[config.mk]
export PLATFORM = sky130hd
export DESIGN_NAME = pew_host
export DESIGN_NICKNAME = d
export VERILOG_FILES = /design/src/pew_pkg.sv /design/src/pew_host.sv
export SDC_FILE = /design/constraint.sdc
export NUM_CORES = 1
export LEC_CHECK = 0
export BUFFER_PORTS_ARGS = -buffer_cell sky130_fd_sc_hd__buf_4
export CAP_MARGIN = 20
export CORE_MARGIN = 2
export CORE_UTILIZATION = 50
export DETAILED_ROUTE_END_ITERATION = 10
export PLACE_DENSITY = 0.73
export SLEW_MARGIN = 30
export SYNTH_ARGS = -nofsm -noshare
export SYNTH_HDL_FRONTEND = slang
export SYNTH_SLANG_ARGS = --single-unit
[constraint.sdc]
create_clock -name sys_clk -period 3.6 [get_ports sys_clk]
set_input_delay 0.18 -clock sys_clk [delete_from_list [all_inputs] [get_ports sys_clk]]
set_output_delay 0.18 -clock sys_clk [all_outputs]
set_load 0.02 [all_outputs]
[src/pew_pkg.sv]
package pew_pkg;
	// ****************************************************************
	// Timing figures and derived cycle counts
	// ****************************************************************
	localparam int CLK_MHZ = 25;
	localparam int WRITE_TIME_MAX_US = 5000;
	localparam int BYTE_LOAD_MIN_NS = 150;
	localparam int BYTE_LOAD_MAX_US = 100;
	localparam int POST_POLL_DELAY_US = 10;
	localparam int READ_ACCESS_NS = 150;
	localparam int STROBE_WIDTH_NS = 50;
	localparam int WRITE_TIME_CYC = WRITE_TIME_MAX_US * CLK_MHZ;
	localparam int BYTE_LOAD_MIN_CYC = (BYTE_LOAD_MIN_NS * CLK_MHZ + 999) / 1000;
	localparam int BYTE_LOAD_MAX_CYC = BYTE_LOAD_MAX_US * CLK_MHZ;
	localparam int POST_POLL_CYC = POST_POLL_DELAY_US * CLK_MHZ;
	localparam int READ_ACCESS_CYC = (READ_ACCESS_NS * CLK_MHZ + 999) / 1000 + 1;
	localparam int STROBE_CYC = (STROBE_WIDTH_NS * CLK_MHZ + 999) / 1000;
	localparam int BYTE_GAP_CYC = 4;
	localparam int TOGGLE_BIT = 6;
	localparam int POLL_BIT = 7;
	localparam int PAGE_LSB = 7;

	typedef enum logic [2:0] {
		PEW_IDLE = 3'b000,
		PEW_WSTROBE = 3'b001,
		PEW_WGAP = 3'b010,
		PEW_READ = 3'b011,
		PEW_POLL = 3'b100,
		PEW_WAIT = 3'b101,
		PEW_RECOVER = 3'b110
	} pew_state_t;
endpackage

[src/pew_host.sv]
// Summary of operation
// Select low, enable low, strobe high reads; select low, strobe low with enable high writes.
// The memory finishes each loaded write itself within the maximum write time.
// Without polling, wait the full maximum write time before another write.
// Page byte loads are strobe writes spaced within the byte-load interval limits.
// Upper page address bits stay fixed for all bytes of one page write; a read between loads moves the checked page to the read address.
// Enable pulses with select and strobe high between loads must not disturb the page.
// Enable low with select low between loads polls the write in progress.
// Every polling access is an ordinary read meeting read-cycle timing.
// After polling shows completion, wait the post-poll delay before writing again.
// Toggle bit alternates on successive reads while the internal write runs.
// Poll bit reads complemented until done; toggle bit then stops.
// No new load within the maximum interval ends loading and starts programming.
`timescale 1ns/1ps
`default_nettype none
module pew_host #(
	parameter int ADDR_W = 15,
	parameter int WRITE_TIME_CYC = pew_pkg::WRITE_TIME_CYC,
	parameter int POST_POLL_CYC = pew_pkg::POST_POLL_CYC,
	parameter bit USE_TOGGLE = 1'b0
) (
	input wire logic sys_clk,
	input wire logic rst,
	input wire logic req_valid,
	output logic req_ready,
	input wire logic req_write,
	input wire logic req_last,
	input wire logic [ADDR_W-1:0] req_addr,
	input wire logic [7:0] req_wdata,
	output logic rsp_valid,
	output logic [7:0] rsp_rdata,
	output logic page_error,
	output logic busy,
	output logic [ADDR_W-1:0] mem_addr,
	output logic chip_sel_n,
	output logic out_en_n,
	output logic write_n,
	input wire logic [7:0] data_in,
	output logic [7:0] data_out,
	output logic data_oe
);
	localparam int CW = 18;

	typedef struct packed {
		pew_pkg::pew_state_t st;
		logic [CW-1:0] cnt;
		logic [3:0] acc;
		logic [ADDR_W-1:0] addr;
		logic [7:0] wdata;
		logic [7:0] rdata;
		logic rsp;
		logic perr;
		logic cs_n;
		logic oe_n;
		logic we_n;
		logic doe;
		logic last;
		logic in_page;
		logic prev_tog;
		logic have_tog;
		logic [7:0] s1;
		logic [7:0] s2;
		logic [7:0] s3;
	} pew_regs_t;

	pew_regs_t q, d;

	// ****************************************************************
	// Next-state logic
	// ****************************************************************
	// The data bus passes three flops; a read samples only once stages two and three agree.
	always_comb begin
		logic done;
		logic same_page;
		same_page = req_addr[ADDR_W-1:pew_pkg::PAGE_LSB] == q.addr[ADDR_W-1:pew_pkg::PAGE_LSB];
		done = 1'b0;
		d = q;
		d.s1 = data_in;
		d.s2 = q.s1;
		d.s3 = q.s2;
		d.rsp = 1'b0;
		// The long timer keeps running through reads so the load window is not lost.
		if (q.cnt != '0) begin
			d.cnt = q.cnt - 1'b1;
		end
		// Access timer of one read or poll; every poll waits out the full access time.
		if (q.acc != '0) begin
			d.acc = q.acc - 1'b1;
		end
		unique case (q.st)
			pew_pkg::PEW_IDLE: begin
				if (req_valid && req_write && q.in_page && !same_page) begin
					// A load outside the open page would land at an unknown address.
					// A load off the page of the last load or read is dropped and flagged; the page goes on with the bytes before it.
					d.perr = 1'b1;
				end else if (req_valid && req_write) begin
					d.perr = 1'b0;
					d.addr = req_addr;
					d.wdata = req_wdata;
					d.last = req_last;
					d.cs_n = 1'b0;
					d.oe_n = 1'b1;
					d.we_n = 1'b0;
					d.doe = 1'b1;
					d.cnt = CW'(pew_pkg::STROBE_CYC);
					d.st = pew_pkg::PEW_WSTROBE;
				end else if (req_valid) begin
					d.addr = req_addr;
					d.cs_n = 1'b0;
					d.oe_n = 1'b0;
					d.acc = 4'(pew_pkg::READ_ACCESS_CYC);
					d.st = pew_pkg::PEW_READ;
				end else if (q.in_page && q.cnt == '0) begin
					// Caller stalled past the load window; the memory has begun programming.
					d.in_page = 1'b0;
					d.have_tog = 1'b0;
					d.cnt = CW'(WRITE_TIME_CYC);
					d.st = pew_pkg::PEW_WAIT;
				end
			end
			pew_pkg::PEW_WSTROBE: begin
				if (q.cnt == '0) begin
					d.we_n = 1'b1;
					d.cs_n = 1'b1;
					d.cnt = CW'(pew_pkg::BYTE_GAP_CYC);
					d.st = pew_pkg::PEW_WGAP;
				end
			end
			pew_pkg::PEW_WGAP: begin
				if (q.cnt == '0) begin
					d.doe = 1'b0;
					if (q.last) begin
						// Ending loads lets the load window lapse so programming starts.
						d.in_page = 1'b0;
						d.have_tog = 1'b0;
						d.cnt = CW'(WRITE_TIME_CYC);
						d.st = pew_pkg::PEW_WAIT;
					end else begin
						d.in_page = 1'b1;
						// Next load must come before the byte-load interval runs out.
						d.cnt = CW'(pew_pkg::BYTE_LOAD_MAX_CYC - 8);
						d.st = pew_pkg::PEW_IDLE;
					end
				end
			end
			pew_pkg::PEW_READ: begin
				if (q.acc == '0 && q.s2 == q.s3) begin
					d.rdata = q.s3;
					d.rsp = 1'b1;
					d.cs_n = 1'b1;
					d.oe_n = 1'b1;
					d.st = pew_pkg::PEW_IDLE;
				end
			end
			pew_pkg::PEW_WAIT: begin
				// Polls are full read cycles; a timeout covers a silent part.
				if (q.cnt == '0) begin
					d.st = pew_pkg::PEW_IDLE;
				end else if (q.cs_n) begin
					d.cs_n = 1'b0;
					d.oe_n = 1'b0;
					d.acc = 4'(pew_pkg::READ_ACCESS_CYC);
					d.st = pew_pkg::PEW_POLL;
				end
			end
			pew_pkg::PEW_POLL: begin
				// A full access must pass first, so a stale bus byte cannot end the wait.
				if (q.acc == '0 && q.s2 == q.s3) begin
					d.cs_n = 1'b1;
					d.oe_n = 1'b1;
					d.have_tog = 1'b1;
					d.prev_tog = q.s3[pew_pkg::TOGGLE_BIT];
					if (USE_TOGGLE) begin
						done = q.have_tog && (q.s3[pew_pkg::TOGGLE_BIT] == q.prev_tog);
					end else begin
						done = q.s3[pew_pkg::POLL_BIT] == q.wdata[pew_pkg::POLL_BIT];
					end
					if (done) begin
						d.cnt = CW'(POST_POLL_CYC);
						d.st = pew_pkg::PEW_RECOVER;
					end else begin
						d.st = pew_pkg::PEW_WAIT;
					end
				end
			end
			pew_pkg::PEW_RECOVER: begin
				if (q.cnt == '0) begin
					d.st = pew_pkg::PEW_IDLE;
				end
			end
			default: begin
				d.st = pew_pkg::PEW_IDLE;
			end
		endcase
	end

	// ****************************************************************
	// State register
	// ****************************************************************
	// Reset parks every strobe high so the memory sits in standby.
	always_ff @(posedge sys_clk or posedge rst) begin
		if (rst) begin
			q <= '{st: pew_pkg::PEW_IDLE, cs_n: 1'b1, oe_n: 1'b1, we_n: 1'b1, default: '0};
		end else begin
			q <= d;
		end
	end

	// Outputs; a read request between loads still drives select and enable low for a full read.
	assign req_ready = q.st == pew_pkg::PEW_IDLE;
	assign rsp_valid = q.rsp;
	assign rsp_rdata = q.rdata;
	assign page_error = q.perr;
	assign busy = q.st != pew_pkg::PEW_IDLE;
	assign mem_addr = q.addr;
	assign chip_sel_n = q.cs_n;
	assign out_en_n = q.oe_n;
	assign write_n = q.we_n;
	assign data_out = q.wdata;
	assign data_oe = q.doe;
endmodule
`default_nettype wire

# Word-level counts from Yosys, hierarchy flattened
# Index checks and enable logic that the tools add are counted.
# Widths: inputs -> output; s select.
dict set report word_totals {
  word_cells 125
  ff_bits 88
}
dict set report classes {
  reduce_logical 29
  n_mux 51
  n_addsub 2
  eq_ne 25
  bitwise 1
}
# op n
set op_table {}
lappend op_table {{$mux 21} 6}
lappend op_table {{$pmux 18 s4} 1}
lappend op_table {{$mux 18} 3}
lappend op_table {{$mux 48} 1}
lappend op_table {{$pmux 3 s7} 1}
lappend op_table {{$ne 2x2->1 const B} 10}
lappend op_table {{$mux 19} 1}
lappend op_table {{$logic_not 18->1} 1}
lappend op_table {{$mux 3} 6}
lappend op_table {{$reduce_and 6->1} 3}
lappend op_table {{$reduce_bool 18->1} 1}
lappend op_table {{$sub 18x1->18 const B} 1}
lappend op_table {{$eq 8x8->1} 2}
lappend op_table {{$mux 4} 4}
lappend op_table {{$mux 15} 1}
lappend op_table {{$mux 1} 14}
lappend op_table {{$mux 2} 5}
lappend op_table {{$eq 3x3->1 const B} 3}
lappend op_table {{$mux 8} 1}
lappend op_table {{$pmux 4 s2} 1}
lappend op_table {{$reduce_and 4->1} 2}
lappend op_table {{$reduce_and 8->1} 1}
lappend op_table {{$reduce_bool 2->1} 4}
lappend op_table {{$reduce_bool 4->1} 2}
lappend op_table {{21 further kinds} 33}

# Logic depth before layout (Yosys ltp)
# Gate-level depths: netlist of run 1.
dict set report logic_depth {
  ltp_word 7
  mapped_depth 11
  depth_no_buf 9
}

# Worst setup path before layout of run 1
# No wires, ideal clock.
dict set report synth_path {
  kind {flip-flop to flip-flop}
  startpoint {register q[88] (netlist bit)}
  endpoint {register q, in the netlist mem_addr[0]}
  synth_period_minus_slack_ns 2.495
  t_required_ns 3.475
  slack_ns 1.105
  stages_incl_launch_ff 8
  arrival_time_ns 2.370
  path_buffers 2
  path_cell_list {dfrtp_1 > clkbuf_1 > or3_1 > inv_1 > nand2_1 > a21oi_1 > buf_2 > mux2_2}
}
dict set report synth_between {
  elab_chain_len 2
}
# element line
set synth_lines {}
lappend synth_lines {{start: declaration} pew_host.sv:66} ;# pew_regs_t q, d;
lappend synth_lines {{start signal: assignment} pew_host.sv:203} ;# q <= '{st: pew_pkg::PEW_IDLE, cs_n: 1'b1, oe_n: 1'b1, we_n: 1'b1, default: '0};
lappend synth_lines {{start signal: assignment} pew_host.sv:205} ;# q <= d;
lappend synth_lines {{$logic_not 3->1} -}
lappend synth_lines {{via req_ready} pew_host.sv:25} ;# output logic req_ready,
lappend synth_lines {{$reduce_and 3->1 (no line)} -}
# The timed path passes the listed nets, and every way through them passes these cells.
# A chain may end at the register's enable or synchronous reset.

==> summary.md, run 1 <==
| Metric | Value |
|---|---|
| Met2 GRT Util | `0.321` |
| Area of placed instances | `4690 sq um` |
| Total count of max-transition violations in the final report | `0` |
| Clock tree from TritonCTS | `done` |
| Synth cell types | `50` |
| Cell taking the most area after synthesis | `sky130_fd_sc_hd__dfrtp_1` |
| Timing startpoint of the critical path | `q[80]$_DFF_PP0_` |
| Average footprint of a synthesized cell | `10.9 sq um` |
| Type of the tightest min-delay check | `input pin to flop` |
| Clock slew at the register clock pins of the worst setup and hold paths | `roughly 0.10 ns` |
| Final Hold Vio Count | `0` |
| First-pass GRT wire length | `14.2 mm` |
| Buffer type at the clock tree root | `sky130_fd_sc_hd__clkbuf_8` |
| Overall overflow remaining after global route | `0` |
| Remaining max-slew budget at the tightest pin | `0.534` |
| Library cell appearing most often on the critical path | `sky130_fd_sc_hd__or4_4` |
| Worst setup slack after layout | `0.602 ns` |
| Kind of launch point of the worst setup path | `flop` |
| Dominant cell by count in the synthesized netlist | `sky130_fd_sc_hd__dfrtp_1` |
| Number of nets at the end of the flow | `485` |
| Highest attainable clock frequency | `334 MHz` |
| Setup Total Neg Slack | `0 ns` |
| Maximum vdd drop | `between 600 and 700 uV` |
| Ranking of synthesized cells by instance count | `sky130_fd_sc_hd__dfrtp_1, sky130_fd_sc_hd__buf_4, sky130_fd_sc_hd__mux2_2, sky130_fd_sc_hd__nor2_1, sky130_fd_sc_hd__xnor2_1` |
| Post-route worst hold slack | `approximately 0.052 ns` |
| Crit Reg-Reg Startpoint | `q[80]$_DFF_PP0_` |
| Horizontal extent of the die | `between 90 and 100 um` |
| Library cell contributing the largest single delay on the critical path | `sky130_fd_sc_hd__or4_4` |
| Number of antenna violations at the first check in global routing | `0` |
| Cell depth of the worst hold path | `2` |
| Data required, critical path | `3.80 ns` |
| Final setup violating endpoints | `0` |
| CTS H-Tree Depth | `3` |
| DR vias | `slightly above 3000` |
| Register area | `2210 sq um` |
| Number of DRC violations after detailed routing | `0` |
| FF+latch count, synth | `88` |
| Clock period minus worst slack | `3.00 ns` |
| Placed wire-length estimate | `between 6 and 7 mm` |
| # Post-CTS Setup Buffers | `0` |
| Run status | `finished, final reports clean` |
| Dominant synthesized flop cell | `sky130_fd_sc_hd__dfrtp_1` |
| Vertical extent of the die | `96.5 um` |
| Area of the core | `8260 sq um` |
| Met3 layer usage reported by global route | `0.0481` |
| Multi-input logic area | `1740 sq um` |
| Total Die Area | `9310 sq um` |
| CTS Buffer Depth | `2` |
| Post-CTS sizing | `0` |
| Synth Net Count | `431` |
| Global placer's final weighted congestion | `0.915` |
| DR WL/cell | `15.4 um` |
| Vias in the first global route | `around 3100` |
| Critical path's largest stage delay | `0.58 ns` |
| Initial standard-cell utilization of the core | `0.518` |
| Actual transition at the worst max-transition pin | `0.699 ns` |
| Post-CTS Hold Fix Bufs | `9` |
| CP endpoint kind | `flop` |
| First-pass iteration count of the detailed router | `4` |
| Power density over the cells | `815 nW/um^2` |
| Post-synthesis sequential area ratio | `0.516` |
| Max-capacitance violation count | `0` |
| Final wirelength | `8.56 mm` |
| Number of enable-type register cells in the synthesized netlist | `0` |
| Main area contributors after synthesis | `sky130_fd_sc_hd__dfrtp_1, sky130_fd_sc_hd__mux2_2, sky130_fd_sc_hd__buf_4` |
| Number of antenna repair diodes | `0` |
| Highest fanout seen on the critical path | `21` |
| GR met1 Demand/Resource | `0.256` |
| Worst hold start | `req_addr[0]` |
| Pre-CTS WS | `0.628 ns` |
| Relative area change from synthesis to final layout | `16.3%` |
| Setup skew after layout | `0.0117 ns` |
| Top-area cell type share of the netlist area | `0.497` |
| Site row count | `33` |
| PnR Total Power | `between 0.004 and 0.005 W` |
| Number of port buffers | `74` |
| DRC violation total after the first TritonRoute iteration | `205` |
| Count of antenna-violating nets left after detailed routing | `0` |
| Post-detailed-route via-to-cell ratio | `around 5.5` |
| Synthesized cell area | `4280 sq um` |
| Final Instance Area | `4980 sq um` |
| Kind of critical path | `flop to flop` |
| Number of cell instances on the worst register-to-register path | `7` |
| Share of cells above drive strength 1 | `0.318` |
| Post-Syn Instances | `391` |
| Number of buffers added by the clock tree synthesis step | `9` |
| Number of top-level pins | `75` |
| TritonCTS sink count | `88` |
| Pleak | `2.24 nW` |
| Combined global-route utilization of all metal layers | `0.198` |
| Async SR Flop Fraction | `1.00` |
| FILL cells | `around 700` |
| Synth warnings | `0` |
| Pin count of the biggest net entering global routing | `between 50 and 60` |
| Data arrival at the endpoint of the critical path | `3.20 ns` |
| Cell breakdown of the critical path | `or4_4 -> or4_4 -> nor2_8 -> inv_2 -> a221o_1 -> a211oi_2 -> o21ai_1` |
| RSZ-0062 raised after global routing | `false` |
| Share of the cycle needed by the critical path after routing | `0.833` |
| Most heavily used metal layer in global routing | `met2` |
| Clock latency on the worst-skew pair | `0.36 ns` |
-- layout by cell type, fill, tap and decap left out, drive strengths merged, types with 4 or more instances in the layout --
cell type / netlist / final
nor4: 8 / 8
a21oi: 19 / 19
nor3: 8 / 8
nand2: 19 / 19
o31ai: 4 / 4
o21ai: 22 / 22
nand4: 5 / 5
dfrtp: 85 / 85
xnor2: 28 / 28
mux2: 33 / 33
nand3: 13 / 13
o211ai: 5 / 5
a211oi: 6 / 6
clkbuf: 6 / 9
buf: 37 / 77
or3: 6 / 6
inv: 10 / 14
dlygate4sd3: 0 / 9
nor2: 32 / 32
ha: 4 / 4
-- cells by family after synthesis --
kind of cell | Yosys count | share of synthesized area
DFF | 88 | 0.516
adders and majority gates | 4 | 0.0117
muxes | 33 | 0.0869
and+or+nand+nor | 108 | 0.133
buffers and inverters | 53 | 0.0778
AOI/OAI and AO/OA | 77 | 0.118
xor gates and xnor gates | 28 | 0.0573
-- power breakdown --
group	internal [W]	switching, W	total, W
sequential	0.00129	0.000282	0.00158
clock	0.000273	0.000392	0.000665
combinational	0.000827	0.000988	0.00182
total	0.00239	0.00166	0.00406
-- registers in the layout, indices dropped and copies added, names as in the netlist --
signal      flops
mem_addr       15
data_oe         1
data_out        8
out_en_n        1
write_n         1
chip_sel_n      1
d              16
q              35
rsp_rdata       8
rsp_valid       1
page_error      1
-- layer usage --
metal,share of wire,up-vias
met2,0.48,80
met1,0.44,1473
li1,-,1475
met5,0,-
met4,0.018,0
met3,0.056,14
-- critical path, delay by kind of cell, from the launching register on --
family / cells / cell delay, ns
flops: 1 / 0.44
compound gates: 3 / 0.74
buf+inv: 1 / 0.20
simple gates: 3 / 1.46
-- final cells by class --
class                           instances  share of cell area
Clock inverter                          7              0.0138
Tap cell                              105              0.0264
Multi-Input combinational cell        250               0.350
Inverter                               10             0.00779
Sequential cell                        88               0.443
Timing Repair Buffer                   86               0.134
Clock buffer                            9              0.0249
-- through the flow --
| stage | cells | util |
|---|---|---|
| floorplan | 391 | - |
| global placement | 530 | 0.568 |
| detailed placement | 530 | 0.568 |
| CTS | 555 | 0.603 |
| global route | 555 | 0.603 |
| finish | 555 | 0.603 |
-- worst paths after layout --
path,end,slack (ns)
min reg2reg,d[7]$_DFF_PP0_,0.36
min,mem_addr[0]$_DFFE_PP0P_,0.05
min in group asynchronous,mem_addr[5]$_DFFE_PP0P_,0.41
max reg2reg,q[83]$_DFF_PP0_,0.60
max in group asynchronous,q[79]$_DFF_PP0_,2.14
max,q[83]$_DFF_PP0_,0.60
Note: power is estimated with default switching activity, not from simulation.
==> run 2: changes to the inputs <==
Settings changed: ABC_AREA set to 1, PLACE_DENSITY 0.73 to 0.75.
Clock period 3.6 ns to 2.7 ns, I/O delays scaled along.
==> summary.md, run 2 <==
| Metric | Value |
|---|---|
| Setup skew after layout | `0.0140 ns (+0.00225 ns)` |
| Share of total power in sequential cells | `0.512 (+0.123)` |
| Buffer type at the clock tree root | `sky130_fd_sc_hd__clkbuf_8` |
| Worst setup slack after layout | `0.558 ns (-0.0444 ns)` |
| DR vias | `3826 (+26%)` |
| Max-capacitance violation count | `0 (unchanged)` |
| TritonCTS sink count | `88 (unchanged)` |
| Number of top-level pins | `75 (unchanged)` |
| CTS H-Tree Depth | `3 (unchanged)` |
| Type of the tightest min-delay check | `input pin to flop` |
| Maximum vdd drop | `271 uV (-57%)` |
| Pre-CTS WS | `0.628 ns (-0.000462 ns)` |
| Area of the core | `9110 sq um (+10%)` |
| Number of buffers added by the clock tree synthesis step | `9 (unchanged)` |
| Synth Net Count | `608 (+41%)` |
| Switching part of the total power | `0.245 (-0.165)` |
| Kind of critical path | `flop to flop` |
| Top reg by flops | `q` |
| Post-Syn Instances | `568 (+45%)` |
| CP endpoint kind | `flop` |
| Synthesized cell area | `4650 sq um (+8.6%)` |
| Synth cell types | `42 (-16%)` |
| Clock tree from TritonCTS | `done` |
| Site row count | `35 (+6.1%)` |
| Placed wire-length estimate | `7.38 mm (+19%)` |
| Cell depth of the worst hold path | `3 (+1)` |
| Most used cells in the layout excluding fill and tap cells | `sky130_fd_sc_hd__nand2_1, sky130_fd_sc_hd__dfrtp_1, sky130_fd_sc_hd__buf_4, sky130_fd_sc_hd__inv_1, sky130_fd_sc_hd__nor2_1` |
| Dominant cell by count in the synthesized netlist | `sky130_fd_sc_hd__nand2_1` |
| Relative area change from synthesis to final layout | `19.6%` |
| Largest register FFs | `35 (unchanged)` |
| Switching power of the nets | `0.000669 W (-60%)` |
| Post-synthesis sequential area ratio | `0.475 (-0.0408)` |
| Async SR Flop Fraction | `1.00 (unchanged)` |
| Fraction of power consumed by combinational cells | `0.095 (-0.352)` |
| Actual transition at the worst max-transition pin | `0.613 ns (-0.0862 ns)` |
| Pin count of the biggest net entering global routing | `55 (unchanged)` |
| Number of enable-type register cells in the synthesized netlist | `0 (unchanged)` |
| Run status | `finished, final reports clean` |
| Clock period minus worst slack | `2.14 ns (-0.856 ns)` |
| Pleak | `2.94 nW (+31%)` |
| Post-CTS Hold Fix Bufs | `22 (+13)` |
| Met2 wire len | `4.84 mm (+17%)` |
| Number of antenna violations at the first check in global routing | `0 (unchanged)` |
| Post-CTS sizing | `0 (unchanged)` |
| Data arrival at the endpoint of the critical path | `2.39 ns (-0.81 ns)` |
| Share of the cycle needed by the critical path after routing | `0.793 (-0.0394)` |
| DR WL/cell | `13.4 um (-13%)` |
| Vias in the first global route | `3771 (+22%)` |
| Top-area cell type share of the netlist area | `0.458 (-0.0394)` |
| Met1 wire length | `4.48 mm (+18%)` |
| CTS Buffer Depth | `2 (unchanged)` |
| Remaining max-slew budget at the tightest pin | `0.591 (+0.0570)` |
| Share of cells above drive strength 1 | `0.210 (-0.108)` |
| Overall overflow remaining after global route | `0 (unchanged)` |
| Clock latency on the worst-skew pair | `0.36 ns (about the same)` |
| Post-route worst hold slack | `0.0146 ns (-0.0378 ns)` |
| Vertical extent of the die | `100 um (+4.0%)` |
| Top layer reached by signal wires | `met4` |
| Number of nets at the end of the flow | `679 (+40%)` |
| Total Die Area | `10100 sq um (+8.2%)` |
| Cell taking the most area after synthesis | `sky130_fd_sc_hd__dfrtp_1` |
| Final Hold Vio Count | `0 (unchanged)` |
| Internal power contribution | `0.00206 W (-14%)` |
| Kind of launch point of the worst setup path | `flop` |
| Power density over the cells | `491 nW/um^2 (-40%)` |
| Final wirelength | `10.1 mm (+18%)` |
| Initial standard-cell utilization of the core | `0.510 (-0.00800)` |
| Data required, critical path | `2.95 ns (-0.85 ns)` |
| FF+latch count, synth | `88 (unchanged)` |
| Ranking of synthesized cells by instance count | `sky130_fd_sc_hd__nand2_1, sky130_fd_sc_hd__dfrtp_1, sky130_fd_sc_hd__inv_1, sky130_fd_sc_hd__nor2_1` |
| Synth warnings | `0 (unchanged)` |
| Post-detailed-route via-to-cell ratio | `5.07 (-7.5%)` |
| Highest fanout seen on the critical path | `13 (-38%)` |
| Part of the total power dissipated in the clock network | `0.393 (+0.229)` |
| Final Instance Area | `5550 sq um (+12%)` |
| Area of placed instances | `5090 sq um (+8.4%)` |
| RSZ-0062 raised after global routing | `false` |
| Combined global-route utilization of all metal layers | `0.217 (+0.0186)` |
| # Post-CTS Setup Buffers | `0 (unchanged)` |
| Count of antenna-violating nets left after detailed routing | `0 (unchanged)` |
| Clock slew at the register clock pins of the worst setup and hold paths | `0.10 ns (about the same)` |
| Dominant synthesized flop cell | `sky130_fd_sc_hd__dfrtp_1` |
| First-pass GRT wire length | `17.4 mm (+23%)` |
| FILL cells | `782 (+12%)` |
| Horizontal extent of the die | `100 um (+4.0%)` |
| Global placer's final weighted congestion | `0.974 (+6.4%)` |
| Leading cell type in the layout, fill and taps excluded | `sky130_fd_sc_hd__nand2_1` |
| Average footprint of a synthesized cell | `8.18 sq um (-25%)` |
| First-pass iteration count of the detailed router | `5 (+1)` |
| Final setup violating endpoints | `0 (unchanged)` |
| Number of cell instances on the worst register-to-register path | `10 (+3)` |
| Setup Total Neg Slack | `0 ns (unchanged)` |
| Total count of max-transition violations in the final report | `0 (unchanged)` |
| Number of antenna repair diodes | `0 (unchanged)` |
| Number of DRC violations after detailed routing | `0 (unchanged)` |
| DRC violation total after the first TritonRoute iteration | `249 (+21%)` |
| Main area contributors after synthesis | `sky130_fd_sc_hd__dfrtp_1, sky130_fd_sc_hd__nand2_1, sky130_fd_sc_hd__buf_4` |
| WL met3 | `645 um (+35%)` |
| Number of port buffers | `74 (unchanged)` |
| Highest attainable clock frequency | `467 MHz (+40%)` |
[run 2: cell types whose count changed after synthesis, sizes merged, moves of 9 or more]
cell	before	now
nand2	19	182
inv	10	66
nor2	32	48
o21ai	22	32
nand3	13	36
xnor2	28	15
xor2	0	9
mux2	33	0
[run 2: critical path, stage by stage, from the launching register on]
cell and delay [ns]:
sky130_fd_sc_hd__dfrtp_1 0.37, sky130_fd_sc_hd__inv_1 0.15, sky130_fd_sc_hd__ha_1 0.22, sky130_fd_sc_hd__nand3_1 0.10
sky130_fd_sc_hd__nor2_2 0.10, sky130_fd_sc_hd__nand3_2 0.30, sky130_fd_sc_hd__nand2_1 0.22, sky130_fd_sc_hd__o21ai_2 0.11
sky130_fd_sc_hd__or2_2 0.29, sky130_fd_sc_hd__o21ai_1 0.13, sky130_fd_sc_hd__inv_1 0.05
[run 2: worst paths after layout]
path / startpoint / end / slack, ns
max: q[69]$_DFF_PP0_ / q[71]$_DFF_PP0_ / 0.56
min: req_addr[2] / mem_addr[2]$_DFFE_PP0P_ / 0.01
max reg2reg: q[69]$_DFF_PP0_ / q[71]$_DFF_PP0_ / 0.56
min reg2reg: d[9]$_DFF_PP0_ / d[1]$_DFF_PP0_ / 0.35
max in group asynchronous: rst / out_en_n$_DFFE_PP1P_ / 1.57
min in group asynchronous: rst / mem_addr[6]$_DFFE_PP0P_ / 0.38
[run 2: per-stage QoR]
stage	util	power, W	cells
after global routing	0.610	0.00284	755
after detailed placement	0.559	0.00166	716
after CTS	0.609	0.00275	754
final	0.610	0.00273	755
after global placement	0.559	0.00164	716
after floorplan	-	0.00157	568
[run 2: power by group through the flow]
stage	Sequential (W)	Clock, W	Combinational, W
floorplan	0.00142	0	0.000154
global placement	0.00142	0	0.000222
detailed placement	0.00142	0	0.000234
CTS	0.00140	0.00109	0.000260
global route	0.00141	0.00114	0.000297
finish	0.00140	0.00107	0.000259
[run 2: area by class of cell]
type | instances | area (sq um) | area share
multi-input cells | 375 | 1910 | 0.344
flip-flops and latches | 88 | 2210 | 0.397
clock buffers | 10 | 138 | 0.0248
clock inverters | 6 | 97.6 | 0.0176
well taps | 111 | 139 | 0.0250
repair buffers | 99 | 813 | 0.146
inverters | 66 | 249 | 0.0448
[run 2: kinds of logic (layout without fill, tap and decap cells)]
group	count (synthesis)	count (layout)	synth area share
AOI/OAI and AO/OA	53	53	0.0692
DFF	88	88	0.475
buffers and inverters	105	181	0.114
and+or+nand+nor	294	294	0.286
adders and majority gates	4	4	0.0108
xor gates and xnor gates	24	24	0.0452
[run 2: layer usage]
layer  up-vias  track usage
met1      1772        0.284
li1       1897            -
met5         -            0
met2       145        0.354
met3        12       0.0550
met4         0       0.0695
==> run 3: changes to the inputs <==
Settings changed: ABC_AREA 1 to 0.
Clock period 2.7 ns to 1.75 ns, I/O delays scaled along.
==> summary.md, run 3 (synthesized netlist as in run 1, its figures left out) <==
| Metric | Value |
|---|---|
| Clock slew at the register clock pins of the worst setup and hold paths | `0.10 ns (about the same)` |
| Violations in the final reports | `setup timing` |
| Top layer reached by signal wires | `met4` |
| Critical path destination | `q[83]$_DFF_PP0_` |
| Highest attainable clock frequency | `383 MHz (-18%)` |
| WL met3 | `857 um (+33%)` |
| Relative area change from synthesis to final layout | `54.0%` |
| Met2 wire len | `6.81 mm (+41%)` |
| Final Instance Area | `6590 sq um (+19%)` |
| Overall overflow remaining after global route | `0 (unchanged)` |
| DR WL/cell | `18.9 um (+41%)` |
| Horizontal extent of the die | `96.5 um (-3.9%)` |
| Run status | `finished with violations` |
| Number of cell instances on the worst register-to-register path | `9 (-1)` |
| RSZ-0062 raised after global routing | `true` |
| CTS H-Tree Depth | `3 (unchanged)` |
| Vertical extent of the die | `96.5 um (-3.9%)` |
| Highest fanout seen on the critical path | `5 (-8)` |
| Remaining max-slew budget at the tightest pin | `0.660 (+0.0687)` |
| Endpoint of the worst register-to-register path | `q[83]$_DFF_PP0_` |
| Number of antenna violations at the first check in global routing | `1 (+1)` |
| DR vias | `3914 (+2.3%)` |
| Final Hold Vio Count | `0 (unchanged)` |
| Met1 wire length | `4.99 mm (+11%)` |
| Fraction of the core area covered by cells at the end of the flow | `0.798 (+0.188)` |
| CP endpoint kind | `flop` |
| Placed wire-length estimate | `7.45 mm (+0.88%)` |
| Most used cells in the layout excluding fill and tap cells | `sky130_fd_sc_hd__buf_4, sky130_fd_sc_hd__dfrtp_1, sky130_fd_sc_hd__dlygate4sd3_1, sky130_fd_sc_hd__nor2_1` |
| Number of port buffers | `74 (unchanged)` |
| Site row count | `33 (-5.7%)` |
| Total Die Area | `9310 sq um (-7.6%)` |
| Global placer's final weighted congestion | `0.905 (-7.1%)` |
| Leading cell type in the layout, fill and taps excluded | `sky130_fd_sc_hd__buf_4` |
| Buffer type at the clock tree root | `sky130_fd_sc_hd__clkbuf_8` |
| Top reg by flops | `q` |
| Share of the cycle needed by the critical path after routing | `1.49 (+0.700)` |
| Area of placed instances | `5610 sq um (+10%)` |
| Combined global-route utilization of all metal layers | `0.262 (+0.0453)` |
| Setup slack of the worst register-to-register path | `-0.86 ns (-1.42 ns)` |
| Post-detailed-route via-to-cell ratio | `5.66 (+12%)` |
| Final setup violating endpoints | `62 (+62)` |
| DRC violation total after the first TritonRoute iteration | `340 (+37%)` |
| Pleak | `3.08 nW (+4.7%)` |
| Final wirelength | `13.1 mm (+29%)` |
| Area of the core | `8260 sq um (-9.3%)` |
| Vias in the first global route | `3893 (+3.2%)` |
| Worst setup slack after layout | `-0.863 ns (-1.42 ns)` |
| Actual transition at the worst max-transition pin | `0.510 ns (-0.102 ns)` |
| Max-capacitance violation count | `0 (unchanged)` |
| Number of buffers added by the clock tree synthesis step | `9 (unchanged)` |
| Largest register FFs | `35 (unchanged)` |
| Number of antenna repair diodes | `0 (unchanged)` |
| Initial standard-cell utilization of the core | `0.518 (+0.00800)` |
| Setup skew after layout | `0.0135 ns (-0.000416 ns)` |
| Post-route worst hold slack | `0.185 ns (+0.170 ns)` |
| Pin count of the biggest net entering global routing | `89 (+62%)` |
| First-pass GRT wire length | `18.5 mm (+6.2%)` |
| TritonCTS sink count | `88 (unchanged)` |
| Power density over the cells | `1690 nW/um^2 (+240%)` |
| Timing startpoint of the critical path | `q[70]$_DFF_PP0_` |
| Crit Reg-Reg Startpoint | `q[70]$_DFF_PP0_` |
| Cell depth of the worst hold path | `3 (unchanged)` |
| Clock tree from TritonCTS | `done` |
| CTS Buffer Depth | `2 (unchanged)` |
| Number of DRC violations after detailed routing | `0 (unchanged)` |
| Number of nets at the end of the flow | `621 (-8.5%)` |
| FILL cells | `442 (-43%)` |
| Kind of critical path | `flop to flop` |
| Clock period minus worst slack | `2.61 ns (+0.471 ns)` |
| Maximum vdd drop | `1180 uV (+330%)` |
| Clock latency on the worst-skew pair | `0.37 ns (about the same)` |
| Data arrival at the endpoint of the critical path | `2.86 ns (+0.47 ns)` |
| First-pass iteration count of the detailed router | `5 (unchanged)` |
| Type of the tightest min-delay check | `input pin to flop` |
| Kind of launch point of the worst setup path | `flop` |
| Share of cells above drive strength 1 | `0.507 (+0.297)` |
| Number of top-level pins | `75 (unchanged)` |
| Data required, critical path | `2.00 ns (-0.95 ns)` |
| Count of antenna-violating nets left after detailed routing | `0 (unchanged)` |
| Total count of max-transition violations in the final report | `0 (unchanged)` |
-- run 3: worst min path at each step --
stage / start / endpoint / slack [ns]
floorplan: data_in[2] / d[10]$_DFF_PP0_ / 0.12
global placement: data_in[5] / d[13]$_DFF_PP0_ / 0.20
detailed placement: data_in[5] / d[13]$_DFF_PP0_ / 0.20
CTS: req_write / write_n$_DFFE_PP1P_ / 0.14
global route: req_valid / q[26]$_DFFE_PP0P_ / 0.21
finish: req_valid / q[26]$_DFFE_PP0P_ / 0.18
-- run 3: worst max-delay path, cell delays in order (launching register included) --
cell and delay, ns:
sky130_fd_sc_hd__dfrtp_1 0.41, sky130_fd_sc_hd__inv_2 0.09, sky130_fd_sc_hd__ha_4 0.12, sky130_fd_sc_hd__or4b_1 0.42, sky130_fd_sc_hd__or4_4 0.49, sky130_fd_sc_hd__nor2_8 0.15
sky130_fd_sc_hd__inv_4 0.06, sky130_fd_sc_hd__a221o_1 0.37, sky130_fd_sc_hd__a211oi_2 0.26, sky130_fd_sc_hd__o21ai_1 0.11
-- run 3: repair_timing --
| item | 4_1_cts | 5_1_grt |
|---|---|---|
| cloned | 2 | 0 |
| buffers inserted | 8 | 14 |
| pin swaps | 16 | 22 |
| gates resized for setup | 24 | 44 |
| setup endpoints to repair | 62 | 64 |
| hold buffers | 33 | 0 |
| hold endpoints to repair | 117 | 0 |
-- run 3: metal layers --
layer | vias up | track usage
met1 | 1935 | 0.325
met3 | 45 | 0.0520
met2 | 190 | 0.450
met5 | - | 0
li1 | 1744 | -
met4 | 0 | 0.104
-- run 3: stage by stage --
stage                     std cells  setup WS, ns  setup TNS (ns)  power (W)
after global routing            691        -0.956          -32.16     0.0117
after global placement          620        -0.683          -19.57    0.00836
final                           691        -0.863          -28.22     0.0111
after detailed placement        620        -0.716          -22.14    0.00852
after CTS                       679        -0.707          -21.86     0.0103
after floorplan                 391        -0.657          -19.88    0.00653
-- run 3: report_power, final --
group | internal [W] | total, W | switching, W
registers | 0.00266 | 0.00314 | 0.000474
logic | 0.00333 | 0.00659 | 0.00326
clock network | 0.000560 | 0.00140 | 0.000836
total | 0.00656 | 0.0111 | 0.00457
-- run 3: final cells by class --
cell class	count	area, sq um	share of cell area
repair buffers	221	1870	0.285
clock buffers	9	124	0.0188
flip-flops and latches	88	2210	0.335
clock inverters	7	73.8	0.0112
well taps	105	131	0.0199
multi-input cells	251	2130	0.323
inverters	10	51.3	0.00779
